`config.mk`:
```
export PLATFORM = sky130hd
export DESIGN_NAME = aspp_top
export DESIGN_NICKNAME = d
export VERILOG_FILES = /design/src/hw/aspp_fifo.v /design/src/hw/aspp_top.v
export VERILOG_INCLUDE_DIRS = /design/src /design/src/hw
export SDC_FILE = /design/constraint.sdc
export NUM_CORES = 2
export LEC_CHECK = 0
export BUFFER_PORTS_ARGS = -buffer_cell sky130_fd_sc_hd__buf_4
export CORE_ASPECT_RATIO = 0.5
export CORE_MARGIN = 3
export CORE_UTILIZATION = 26
export DETAILED_ROUTE_END_ITERATION = 8
export SYNTH_ARGS = -nofsm -noshare
export SYNTH_HDL_FRONTEND = slang
export SYNTH_SLANG_ARGS = --single-unit
```
`constraint.sdc`:
```
create_clock -name pclk -period 4.55 [get_ports pclk]
set_clock_uncertainty 0.05 [all_clocks]
set_input_delay 0.2275 -clock pclk [delete_from_list [all_inputs] [get_ports pclk]]
set_output_delay 0.2275 -clock pclk [all_outputs]
set_load 0.02 [all_outputs]
```
`src/hw/aspp_defines.vh`:
```
// Constants for the two-port asynchronous serial block.
// Assumes byte addresses on a 32-bit APB, one aligned word per register.
`ifndef ASPP_DEFINES_VH
`define ASPP_DEFINES_VH
// ==========================================================
// Register offsets within one port window
`define ASPP_OFF_DATA 5'h00
`define ASPP_OFF_STAT 5'h04
`define ASPP_OFF_CTRL 5'h08
`define ASPP_OFF_DIV 5'h0c
`define ASPP_OFF_ISTA 5'h10
`define ASPP_OFF_IMASK 5'h14
`define ASPP_OFF_INDEX 5'h18
// Address bit picking the port, upper bits that must be zero
`define ASPP_PORT_BIT 5
`define ASPP_ADDR_MSB 11
// ==========================================================
// Control fields
`define ASPP_CTRL_EN 0
`define ASPP_CTRL_FIFO 1
`define ASPP_CTRL_BRK 2
`define ASPP_CTRL_CTS 3
`define ASPP_CTRL_RTS 4
`define ASPP_CTRL_PAR_LO 5
`define ASPP_CTRL_PAR_HI 6
`define ASPP_CTRL_WLEN_LO 7
`define ASPP_CTRL_WLEN_HI 8
`define ASPP_CTRL_STOP2 9
`define ASPP_CTRL_W 10
`define ASPP_CTRL_RST 10'h182
`define ASPP_PAR_EVEN 2'h1
`define ASPP_PAR_ODD 2'h2
// ==========================================================
// Divider, oversampling, interrupt bits, RTS margin
`define ASPP_DIV_W 16
`define ASPP_DIV_RST 16'h0040
`define ASPP_OVS_LAST 4'hf
`define ASPP_OVS_MID 4'h7
`define ASPP_IRQ_RX 0
`define ASPP_IRQ_TX 1
`define ASPP_IRQ_ERR 2
`define ASPP_IRQ_W 3
`define ASPP_RTS_MARGIN 4
`endif

```
`src/hw/aspp_fifo.v`:
```
// Flip-flop FIFO with valid/ready on both sides and a one-entry mode.
// Assumes a single clock and asynchronous active-low reset.
`timescale 1ns/100ps
`include "aspp_defines.vh"
module aspp_fifo #(
    parameter W = 8,
    parameter DEPTH = 32,
    parameter AW = 5
) (
    input wire clk,
    input wire rst_n,
    input wire one_deep,
    input wire in_valid,
    output wire in_ready,
    input wire [W-1:0] in_data,
    output wire out_valid,
    input wire out_ready,
    output wire [W-1:0] out_data,
    output wire [AW:0] level
);
    localparam [AW:0] FULL_CNT = DEPTH[AW:0];
    reg [W-1:0] mem_q [0:DEPTH-1];
    reg [AW-1:0] wp_q;
    reg [AW-1:0] rp_q;
    reg [AW:0] cnt_q;
    wire push;
    wire pop;

    // ==========================================================
    // Flags
    assign in_ready = one_deep ? (cnt_q == {(AW+1){1'b0}}) : (cnt_q != FULL_CNT);
    assign out_valid = (cnt_q != {(AW+1){1'b0}});
    assign out_data = mem_q[rp_q];
    assign level = cnt_q;
    assign push = in_valid & in_ready;
    assign pop = out_valid & out_ready;

    // ==========================================================
    // Pointers and storage
    always @(posedge clk or negedge rst_n) begin
        if (!rst_n) begin
            wp_q <= {AW{1'b0}};
            rp_q <= {AW{1'b0}};
            cnt_q <= {(AW+1){1'b0}};
        end else begin
            if (push) begin
                wp_q <= wp_q + 1'b1;
            end
            if (pop) begin
                rp_q <= rp_q + 1'b1;
            end
            if (push & ~pop) begin
                cnt_q <= cnt_q + 1'b1;
            end else if (pop & ~push) begin
                cnt_q <= cnt_q - 1'b1;
            end
        end
    end

    always @(posedge clk) begin
        if (push) begin
            mem_q[wp_q] <= in_data;
        end
    end
endmodule

```
`src/hw/aspp_top.v`:
```
// Two identical asynchronous serial ports behind one APB slave.
// Assumes serial pins are asynchronous to pclk; APB master on pclk.
// Functional notes
// - Two identical ports, index zero or one
// - Only transmit, receive, RTS, CTS lines
// - Parity none, even or odd, both directions
// - Programmable divider sets the bit rate
// - Break holds transmit line low
// - Status shows receive FIFO not empty
// - Status shows transmit FIFO has room
// - Status shows transmitter fully drained
// - Configure, then enable; enable reads back
// - Disabled port stays idle on lines
// - Five to eight data, one or two stops
// - FIFOs on by default, else one-deep
// - CTS gates sending, RTS follows occupancy
// - Maskable receive-data and transmit-need interrupts
`timescale 1ns/100ps
`include "aspp_defines.vh"
module aspp_top #(
    parameter FIFO_DEPTH = 32,
    parameter FIFO_AW = 5
) (
    input wire pclk,
    input wire presetn,
    input wire psel,
    input wire penable,
    input wire pwrite,
    input wire [11:0] paddr,
    input wire [31:0] pwdata,
    output reg [31:0] prdata,
    output wire pready,
    output wire pslverr,
    output wire [1:0] tx_pin,
    input wire [1:0] rx_pin,
    input wire [1:0] cts_n_pin,
    output wire [1:0] rts_n_pin,
    output wire irq
);
    localparam [4:0] ST_IDLE = 5'b00001;
    localparam [4:0] ST_START = 5'b00010;
    localparam [4:0] ST_DATA = 5'b00100;
    localparam [4:0] ST_PAR = 5'b01000;
    localparam [4:0] ST_STOP = 5'b10000;
    localparam integer RTS_LIM_I = FIFO_DEPTH - `ASPP_RTS_MARGIN;
    localparam [FIFO_AW:0] RTS_LIM = RTS_LIM_I[FIFO_AW:0];

    // ==========================================================
    // APB decode
    wire [4:0] off = paddr[4:0];
    wire hi_zero = (paddr[`ASPP_ADDR_MSB:`ASPP_PORT_BIT+1] == 6'h00);
    wire off_hit = (off[1:0] == 2'h0) & (off <= `ASPP_OFF_INDEX);
    wire hit = hi_zero & off_hit;
    wire acc = psel & penable;
    wire wr_en = acc & pwrite & hit;
    wire rd_en = acc & ~pwrite & hit;
    wire [31:0] rdat [0:1];
    wire [1:0] irq_p;

    assign pready = 1'b1;
    assign pslverr = acc & ~hit;
    assign irq = |irq_p;

    // Read data is captured in the setup cycle, shown in the access cycle
    always @(posedge pclk or negedge presetn) begin
        if (!presetn) begin
            prdata <= 32'h0;
        end else if (psel & ~penable) begin
            prdata <= (hit & ~pwrite) ? rdat[paddr[`ASPP_PORT_BIT]] : 32'h0;
        end
    end

    genvar gi;
    generate
        for (gi = 0; gi < 2; gi = gi + 1) begin : g_port
            wire sel = (paddr[`ASPP_PORT_BIT] == gi);
            wire wr = wr_en & sel;
            reg [`ASPP_CTRL_W-1:0] ctrl_q;
            reg [`ASPP_DIV_W-1:0] div_q;
            reg [`ASPP_IRQ_W-1:0] ista_q;
            reg [`ASPP_IRQ_W-1:0] imask_q;
            reg [`ASPP_DIV_W-1:0] bcnt_q;
            reg [4:0] tst_q;
            reg [7:0] tsh_q;
            reg [2:0] tbit_q;
            reg [3:0] tph_q;
            reg tpar_q;
            reg tx_q;
            reg [4:0] rst_q;
            reg [7:0] rsh_q;
            reg [2:0] rbit_q;
            reg [3:0] rph_q;
            reg rpar_q;
            reg rperr_q;
            reg rx1_q;
            reg rx2_q;
            reg cts1_q;
            reg cts2_q;
            reg rts_n_q;
            reg tfe_q;
            wire en = ctrl_q[`ASPP_CTRL_EN];
            wire [1:0] par = ctrl_q[`ASPP_CTRL_PAR_HI:`ASPP_CTRL_PAR_LO];
            wire par_on = (par == `ASPP_PAR_EVEN) | (par == `ASPP_PAR_ODD);
            wire par_odd = (par == `ASPP_PAR_ODD);
            wire [2:0] last_bit = {1'b0, ctrl_q[`ASPP_CTRL_WLEN_HI:`ASPP_CTRL_WLEN_LO]} + 3'h4;
            wire tick = (bcnt_q == {`ASPP_DIV_W{1'b0}});
            wire t_end = tick & (tph_q == `ASPP_OVS_LAST);
            wire r_end = tick & (rph_q == `ASPP_OVS_LAST);
            wire tf_in_rdy;
            wire tf_valid;
            wire [7:0] tf_data;
            wire [FIFO_AW:0] tf_level;
            wire rf_in_rdy;
            wire rf_valid;
            wire [10:0] rf_data;
            wire [FIFO_AW:0] rf_level;
            wire cts_ok = ~ctrl_q[`ASPP_CTRL_CTS] | ~cts2_q;
            wire tx_load = en & tst_q[0] & tf_valid & cts_ok;
            wire tx_idle = ~tf_valid & tst_q[0];
            wire rx_done = rst_q[4] & r_end;
            wire [7:0] rdata = rsh_q >> (3'h7 - last_bit);
            wire rbrk = ~rx2_q & (rdata == 8'h00);
            wire rx_push = rx_done & rf_in_rdy;
            wire rx_err = rx_done & (~rx2_q | rperr_q | ~rf_in_rdy);
            wire rd_pop = rd_en & sel & (off == `ASPP_OFF_DATA);
            wire [`ASPP_IRQ_W-1:0] ev;
            reg [31:0] rd_c;

            aspp_fifo #(.W(8), .DEPTH(FIFO_DEPTH), .AW(FIFO_AW)) u_txf (
                .clk(pclk),
                .rst_n(presetn),
                .one_deep(~ctrl_q[`ASPP_CTRL_FIFO]),
                .in_valid(wr & (off == `ASPP_OFF_DATA)),
                .in_ready(tf_in_rdy),
                .in_data(pwdata[7:0]),
                .out_valid(tf_valid),
                .out_ready(tx_load),
                .out_data(tf_data),
                .level(tf_level)
            );

            aspp_fifo #(.W(11), .DEPTH(FIFO_DEPTH), .AW(FIFO_AW)) u_rxf (
                .clk(pclk),
                .rst_n(presetn),
                .one_deep(~ctrl_q[`ASPP_CTRL_FIFO]),
                .in_valid(rx_done),
                .in_ready(rf_in_rdy),
                .in_data({rbrk, ~rx2_q, rperr_q, rdata}),
                .out_valid(rf_valid),
                .out_ready(rd_pop),
                .out_data(rf_data),
                .level(rf_level)
            );

            // ==========================================================
            // Registers and sticky interrupt status
            assign ev = {rx_err, tf_valid == 1'b0 && tfe_q == 1'b0, rx_push};
            assign irq_p[gi] = |(ista_q & imask_q);
            always @(posedge pclk or negedge presetn) begin
                if (!presetn) begin
                    ctrl_q <= `ASPP_CTRL_RST;
                    div_q <= `ASPP_DIV_RST;
                    ista_q <= {`ASPP_IRQ_W{1'b0}};
                    imask_q <= {`ASPP_IRQ_W{1'b0}};
                    tfe_q <= 1'b0;
                end else begin
                    tfe_q <= ~tf_valid;
                    if (wr & (off == `ASPP_OFF_CTRL)) begin
                        ctrl_q <= pwdata[`ASPP_CTRL_W-1:0];
                    end
                    if (wr & (off == `ASPP_OFF_DIV)) begin
                        div_q <= pwdata[`ASPP_DIV_W-1:0];
                    end
                    if (wr & (off == `ASPP_OFF_IMASK)) begin
                        imask_q <= pwdata[`ASPP_IRQ_W-1:0];
                    end
                    if (wr & (off == `ASPP_OFF_ISTA)) begin
                        ista_q <= (ista_q & ~pwdata[`ASPP_IRQ_W-1:0]) | ev;
                    end else begin
                        ista_q <= ista_q | ev;
                    end
                end
            end

            always @* begin
                rd_c = 32'h0;
                case (off)
                    `ASPP_OFF_DATA: rd_c = rf_valid ? {21'h0, rf_data} : 32'h0;
                    `ASPP_OFF_STAT: rd_c = {27'h0, en, ~tst_q[0], tx_idle,
                        tf_in_rdy, rf_valid};
                    `ASPP_OFF_CTRL: rd_c = {22'h0, ctrl_q};
                    `ASPP_OFF_DIV: rd_c = {16'h0, div_q};
                    `ASPP_OFF_ISTA: rd_c = {29'h0, ista_q};
                    `ASPP_OFF_IMASK: rd_c = {29'h0, imask_q};
                    `ASPP_OFF_INDEX: rd_c = gi;
                    default: rd_c = 32'h0;
                endcase
            end
            assign rdat[gi] = rd_c;

            // ==========================================================
            // Baud tick at 16x the bit rate, pin synchronisers, RTS
            always @(posedge pclk or negedge presetn) begin
                if (!presetn) begin
                    bcnt_q <= {`ASPP_DIV_W{1'b0}};
                    rx1_q <= 1'b1;
                    rx2_q <= 1'b1;
                    cts1_q <= 1'b1;
                    cts2_q <= 1'b1;
                    rts_n_q <= 1'b1;
                end else begin
                    bcnt_q <= (tick | ~en) ? div_q : bcnt_q - 1'b1;
                    rx1_q <= rx_pin[gi];
                    rx2_q <= rx1_q;
                    cts1_q <= cts_n_pin[gi];
                    cts2_q <= cts1_q;
                    rts_n_q <= ~(en & (~ctrl_q[`ASPP_CTRL_RTS] |
                        (ctrl_q[`ASPP_CTRL_FIFO] ? (rf_level < RTS_LIM) : rf_in_rdy)));
                end
            end
            assign rts_n_pin[gi] = rts_n_q;
            assign tx_pin[gi] = tx_q;

            // ==========================================================
            // Transmitter
            always @(posedge pclk or negedge presetn) begin
                if (!presetn) begin
                    tst_q <= ST_IDLE;
                    tsh_q <= 8'h00;
                    tbit_q <= 3'h0;
                    tph_q <= 4'h0;
                    tpar_q <= 1'b0;
                    tx_q <= 1'b1;
                end else begin
                    if (!en) begin
                        tx_q <= 1'b1;
                    end else if (ctrl_q[`ASPP_CTRL_BRK]) begin
                        tx_q <= 1'b0;
                    end else begin
                        case (tst_q)
                            ST_START: tx_q <= 1'b0;
                            ST_DATA: tx_q <= tsh_q[0];
                            ST_PAR: tx_q <= tpar_q ^ par_odd;
                            default: tx_q <= 1'b1;
                        endcase
                    end
                    if (tick) begin
                        tph_q <= tph_q + 1'b1;
                    end
                    if (!en) begin
                        tst_q <= ST_IDLE;
                    end else begin
                        case (tst_q)
                            ST_IDLE: begin
                                if (tx_load) begin
                                    tsh_q <= tf_data;
                                    tpar_q <= 1'b0;
                                    tph_q <= 4'h0;
                                    tbit_q <= 3'h0;
                                    tst_q <= ST_START;
                                end
                            end
                            ST_START: begin
                                if (t_end) begin
                                    tst_q <= ST_DATA;
                                end
                            end
                            ST_DATA: begin
                                if (t_end) begin
                                    tpar_q <= tpar_q ^ tsh_q[0];
                                    tsh_q <= {1'b0, tsh_q[7:1]};
                                    tbit_q <= tbit_q + 1'b1;
                                    if (tbit_q == last_bit) begin
                                        tbit_q <= 3'h0;
                                        tst_q <= par_on ? ST_PAR : ST_STOP;
                                    end
                                end
                            end
                            ST_PAR: begin
                                if (t_end) begin
                                    tst_q <= ST_STOP;
                                end
                            end
                            ST_STOP: begin
                                if (t_end) begin
                                    tbit_q <= tbit_q + 1'b1;
                                    if (tbit_q[0] == ctrl_q[`ASPP_CTRL_STOP2]) begin
                                        tst_q <= ST_IDLE;
                                    end
                                end
                            end
                            default: tst_q <= ST_IDLE;
                        endcase
                    end
                end
            end

            // ==========================================================
            // Receiver
            always @(posedge pclk or negedge presetn) begin
                if (!presetn) begin
                    rst_q <= ST_IDLE;
                    rsh_q <= 8'h00;
                    rbit_q <= 3'h0;
                    rph_q <= 4'h0;
                    rpar_q <= 1'b0;
                    rperr_q <= 1'b0;
                end else if (!en) begin
                    rst_q <= ST_IDLE;
                end else begin
                    if (tick) begin
                        rph_q <= rph_q + 1'b1;
                    end
                    case (rst_q)
                        ST_IDLE: begin
                            rph_q <= 4'h0;
                            if (!rx2_q) begin
                                rst_q <= ST_START;
                            end
                        end
                        ST_START: begin
                            if (tick && rph_q == `ASPP_OVS_MID) begin
                                rph_q <= 4'h0;
                                rbit_q <= 3'h0;
                                rpar_q <= 1'b0;
                                rperr_q <= 1'b0;
                                rst_q <= rx2_q ? ST_IDLE : ST_DATA;
                            end
                        end
                        ST_DATA: begin
                            if (r_end) begin
                                rsh_q <= {rx2_q, rsh_q[7:1]};
                                rpar_q <= rpar_q ^ rx2_q;
                                rbit_q <= rbit_q + 1'b1;
                                if (rbit_q == last_bit) begin
                                    rst_q <= par_on ? ST_PAR : ST_STOP;
                                end
                            end
                        end
                        ST_PAR: begin
                            if (r_end) begin
                                rperr_q <= rx2_q ^ rpar_q ^ par_odd;
                                rst_q <= ST_STOP;
                            end
                        end
                        ST_STOP: begin
                            if (r_end) begin
                                rst_q <= ST_IDLE;
                            end
                        end
                        default: rst_q <= ST_IDLE;
                    endcase
                end
            end
        end
    endgenerate
endmodule
```
==> impl_metrics.ini <==
[global_routing]
grt_pass1_vias = 33840
antenna_found_initial = 2
track_usage_pct = 11.88
grt_remaining_overflow = 0
grt_pass1_wl_mm = 220.6
grt_max_degree = 111

[setup_path]
crit_fanout = 5
cpLargestDelayFamily = compound AO/OA/AOI/OAI gates
crit_path_end_kind = flip-flop
crit_arrival_ns = 4.68
slowest_delay_ns = 0.60
crit_type = flip-flop to flip-flop
start_kind = flip-flop
cp_slowest_cell = a2111oi_4
critical_path_buf_inv_count = 1
crit_chain = or4_1, or3_1, a2111oi_4, ha_1, inv_1, ha_1, a21o_1, a21oi_1, o21bai_1, mux2i_1, o211ai_1, xor2_1
cp.required_ns = 5.14
crit_top_cell = ha_1

[power]
pwr-share-seq_pct = 53.9
p_per_area_nw_per_um2 = 383.7
leakage_nw = 21.93
switching_share_pct = 20.52
power_switching_mw = 5.619
intPower_mw = 21.76
power_frac_comb_pct = 1.5
finalPower_mw = 27.38
ir_drop_mv = 0.3924
pwr-share-clk_pct = 44.6

[final_layout]
fin_cells = 6997
stdcell_area_sq_um = 71360
nFillCells = 22680
finish.utilization_pct = 30.54
multi_input_area_sq_um = 17110
n_antenna_cell = 0
post_route_cells_drive_above_1_share_pct = 22.83
areaGrowthSynthToFinish_pct = 16.07
regArea_sq_um = 43470
nets = 3881

[synth]
ys_top_cells_by_area = edfxtp_1 59%, mux4_2 11%, dfrtp_1 10%, mux2i_1 1.9%, mux2_2 1.6%
ys_warn_count = 0
yosys_most_used_dff = edfxtp_1
netlist_area_sq_um = 61480
yosysTopAreaCellShare_pct = 59.39
syn_area_per_cell_sq_um = 17.18
synth_edf_count = 1216
yosysUniqueCellTypes = 83
synth_top_cell_by_area = edfxtp_1
seq_area_frac_synth_pct = 70.68
ys_ff_latch = 1492
async_flop_share_pct = 18.50
postSynthCellCount = 3578

[timing]
layout_setup_ws_ns = 0.4567
hold-worst-slack_ns = 0.05247
timing.setup.tns_ns = 0
setup_viol = 0
max_slew_margin_pct = 20.53
rsz0062_at_grt = no
min_period_ns = 4.093
finalHoldViolCount = 0
drv_slew = 0
fmax_ghz = 0.2443
tightest_slew_ns = 1.189
fin_crit_sh_pct = 89.96

[place]
place.gp.congestion = 0.8732
place_area_sq_um = 66260
post-place-ws_ns = 0.5517
hpwlAfterDp_mm = 93.74
io_buffers = 58
place_inst = 6702

[route]
ant_nets = 0
wl_per_cell_microns = 20.89
drt-vias-per-instance = 4.740
first_pass_iters = 6
drt_wl_total_mm = 146.2
drc = 0
drt-initial-drc-count = 3245
vias = 33170

[clocking]
cts_tree = built
cts_buffers = 149
insertion_delay_ns = 0.77
cts_sinks = 1492
cts_resized = 0
post-cts-setup-buffers = 0
cts.clk_slew.worst_paths_ns = 0.06
postCtsHoldBufs = 26
root_buffer = clkbuf_16
clockBufferDepth = 3
cts_max_level = 4

[floorplan]
std_cell_rows = 125
start_util_pct = 26.31
die-area_sq_um = 242700
ios = 92
die_w_microns = 693.7
fp.dieH_microns = 349.8
core_area_sq_um = 233700

[job]
drv_cap = 0

[hold_path]
hold_path.class = input pin to flip-flop

[outcome]
run_status = complete, no violations
==> state kept, by name, indices dropped and copies added, names as in the netlist, 12 cells and up <==
signal / flops
g_port.u_txf.mem_q: 512
g_port.ctrl_q: 20
g_port.tsh_q: 16
g_port.u_rxf.level: 12
prdata: 16
g_port.div_q: 32
g_port.rsh_q: 16
g_port.bcnt_q: 32
g_port.u_rxf.mem_q: 704
g_port.u_txf.level: 12
==> final cells by class <==
cell class                 count  share of cell area, %
inverter                      46                 0.2420
tap                         3111                  5.455
clock inverter                83                  1.229
timing repair buffer         225                  2.627
sequential                  1492                  60.92
clock buffer                 186                  5.550
multi-input combinational   1854                  23.97
==> layer usage <==
metal,vias up,share of wire [%],track usage (%)
met1,17470,44,16.22
met5,-,0.0089,0
met4,2,3.1,4.388
li1,14490,-,-
met2,976,48,19.31
met3,221,5.4,1.649
==> final timing paths <==
check,to,slack (ns),startpoint,depth (start not counted)
setup reg to reg,g_port[0].u_txf.level[5],0.46,g_port[0].u_txf.level[0],12
max in group asynchronous,g_port[1].u_rxf.rp_q[0],3.27,presetn,3
min in group asynchronous,g_port[1].u_txf.wp_q[4],0.09,presetn,2
hold / removal,g_port[1].u_txf.mem_q[20][0],0.05,pwdata[0],1
setup / recovery,g_port[0].u_txf.level[5],0.46,g_port[0].u_txf.level[0],12
hold reg to reg,g_port[0].rx2_q,0.30,g_port[0].rx1_q,0
==> cell usage after synthesis (21+ instances only) <==
cell type,instances
a21oi_1,71
a221oi_1,21
a22oi_1,36
buf_1,31
buf_2,38
buf_4,22
clkbuf_1,110
dfrtp_1,252
dfstp_2,24
edfxtp_1,1216
ha_1,56
inv_1,43
mux2_2,88
mux2i_1,115
mux4_2,300
nand2_1,221
nand3_1,55
nand3b_1,23
nand4_1,23
nor2_1,230
nor3_1,42
o21ai_0,134
o22ai_1,29
xnor2_1,72
xor2_1,38
==> cells by family after synthesis <==
family | count (synthesis) | share of synthesized area, %
other | 2 | 0.01222
flip-flops | 1492 | 70.68
AO/OA/AOI/OAI | 439 | 4.728
XOR/XNOR | 110 | 1.567
AND/OR/NAND/NOR | 725 | 5.552
multiplexers | 503 | 14.47
buffers and inverters | 247 | 1.720
adder cells (fa/ha/maj) | 60 | 1.270
==> worst register-to-register path, delay by kind of cell (launching register included) <==
family	cells	cell delay, ns
buf+inv	1	0.15
fa+ha+maj	2	0.65
xor+xnor	1	0.16
mux	1	0.16
compound gates	5	1.30
flops	1	0.44
simple gates	2	1.08
==> power by group through the flow <==
stage | Clock (mW) | Sequential, mW | Combinational, mW
3_3_place_gp | 0 | 15.0 | 0.375
4_1_cts | 12.5 | 14.8 | 0.423
3_5_place_dp | 0 | 15.0 | 0.401
6_report | 12.2 | 14.8 | 0.414
5_1_grt | 13.0 | 14.8 | 0.459
2_1_floorplan | 0 | 15.0 | 0.164
==> cells in the final DEF, fill, tap and decap left out, types with 19 or more instances in the layout <==
cell,count
ha_1,56
nand4_1,23
a221oi_1,21
dlygate4sd3_1,26
mux4_2,300
or3_1,19
clkinv_1,22
xnor2_1,72
o221ai_1,20
nand3b_1,23
inv_1,43
clkbuf_1,30
mux2i_1,111
dfstp_2,24
nand3_1,55
o21ai_0,131
xor2_1,38
o22ai_1,29
mux2_2,88
buf_4,189
nor3_1,41
clkbuf_16,151
nor2_1,229
edfxtp_1,1216
dfrtp_1,244
a22oi_1,36
clkinv_2,29
nand2b_1,19
nand2_1,221
a21oi_1,69
Power figures use the tool's default switching activity.
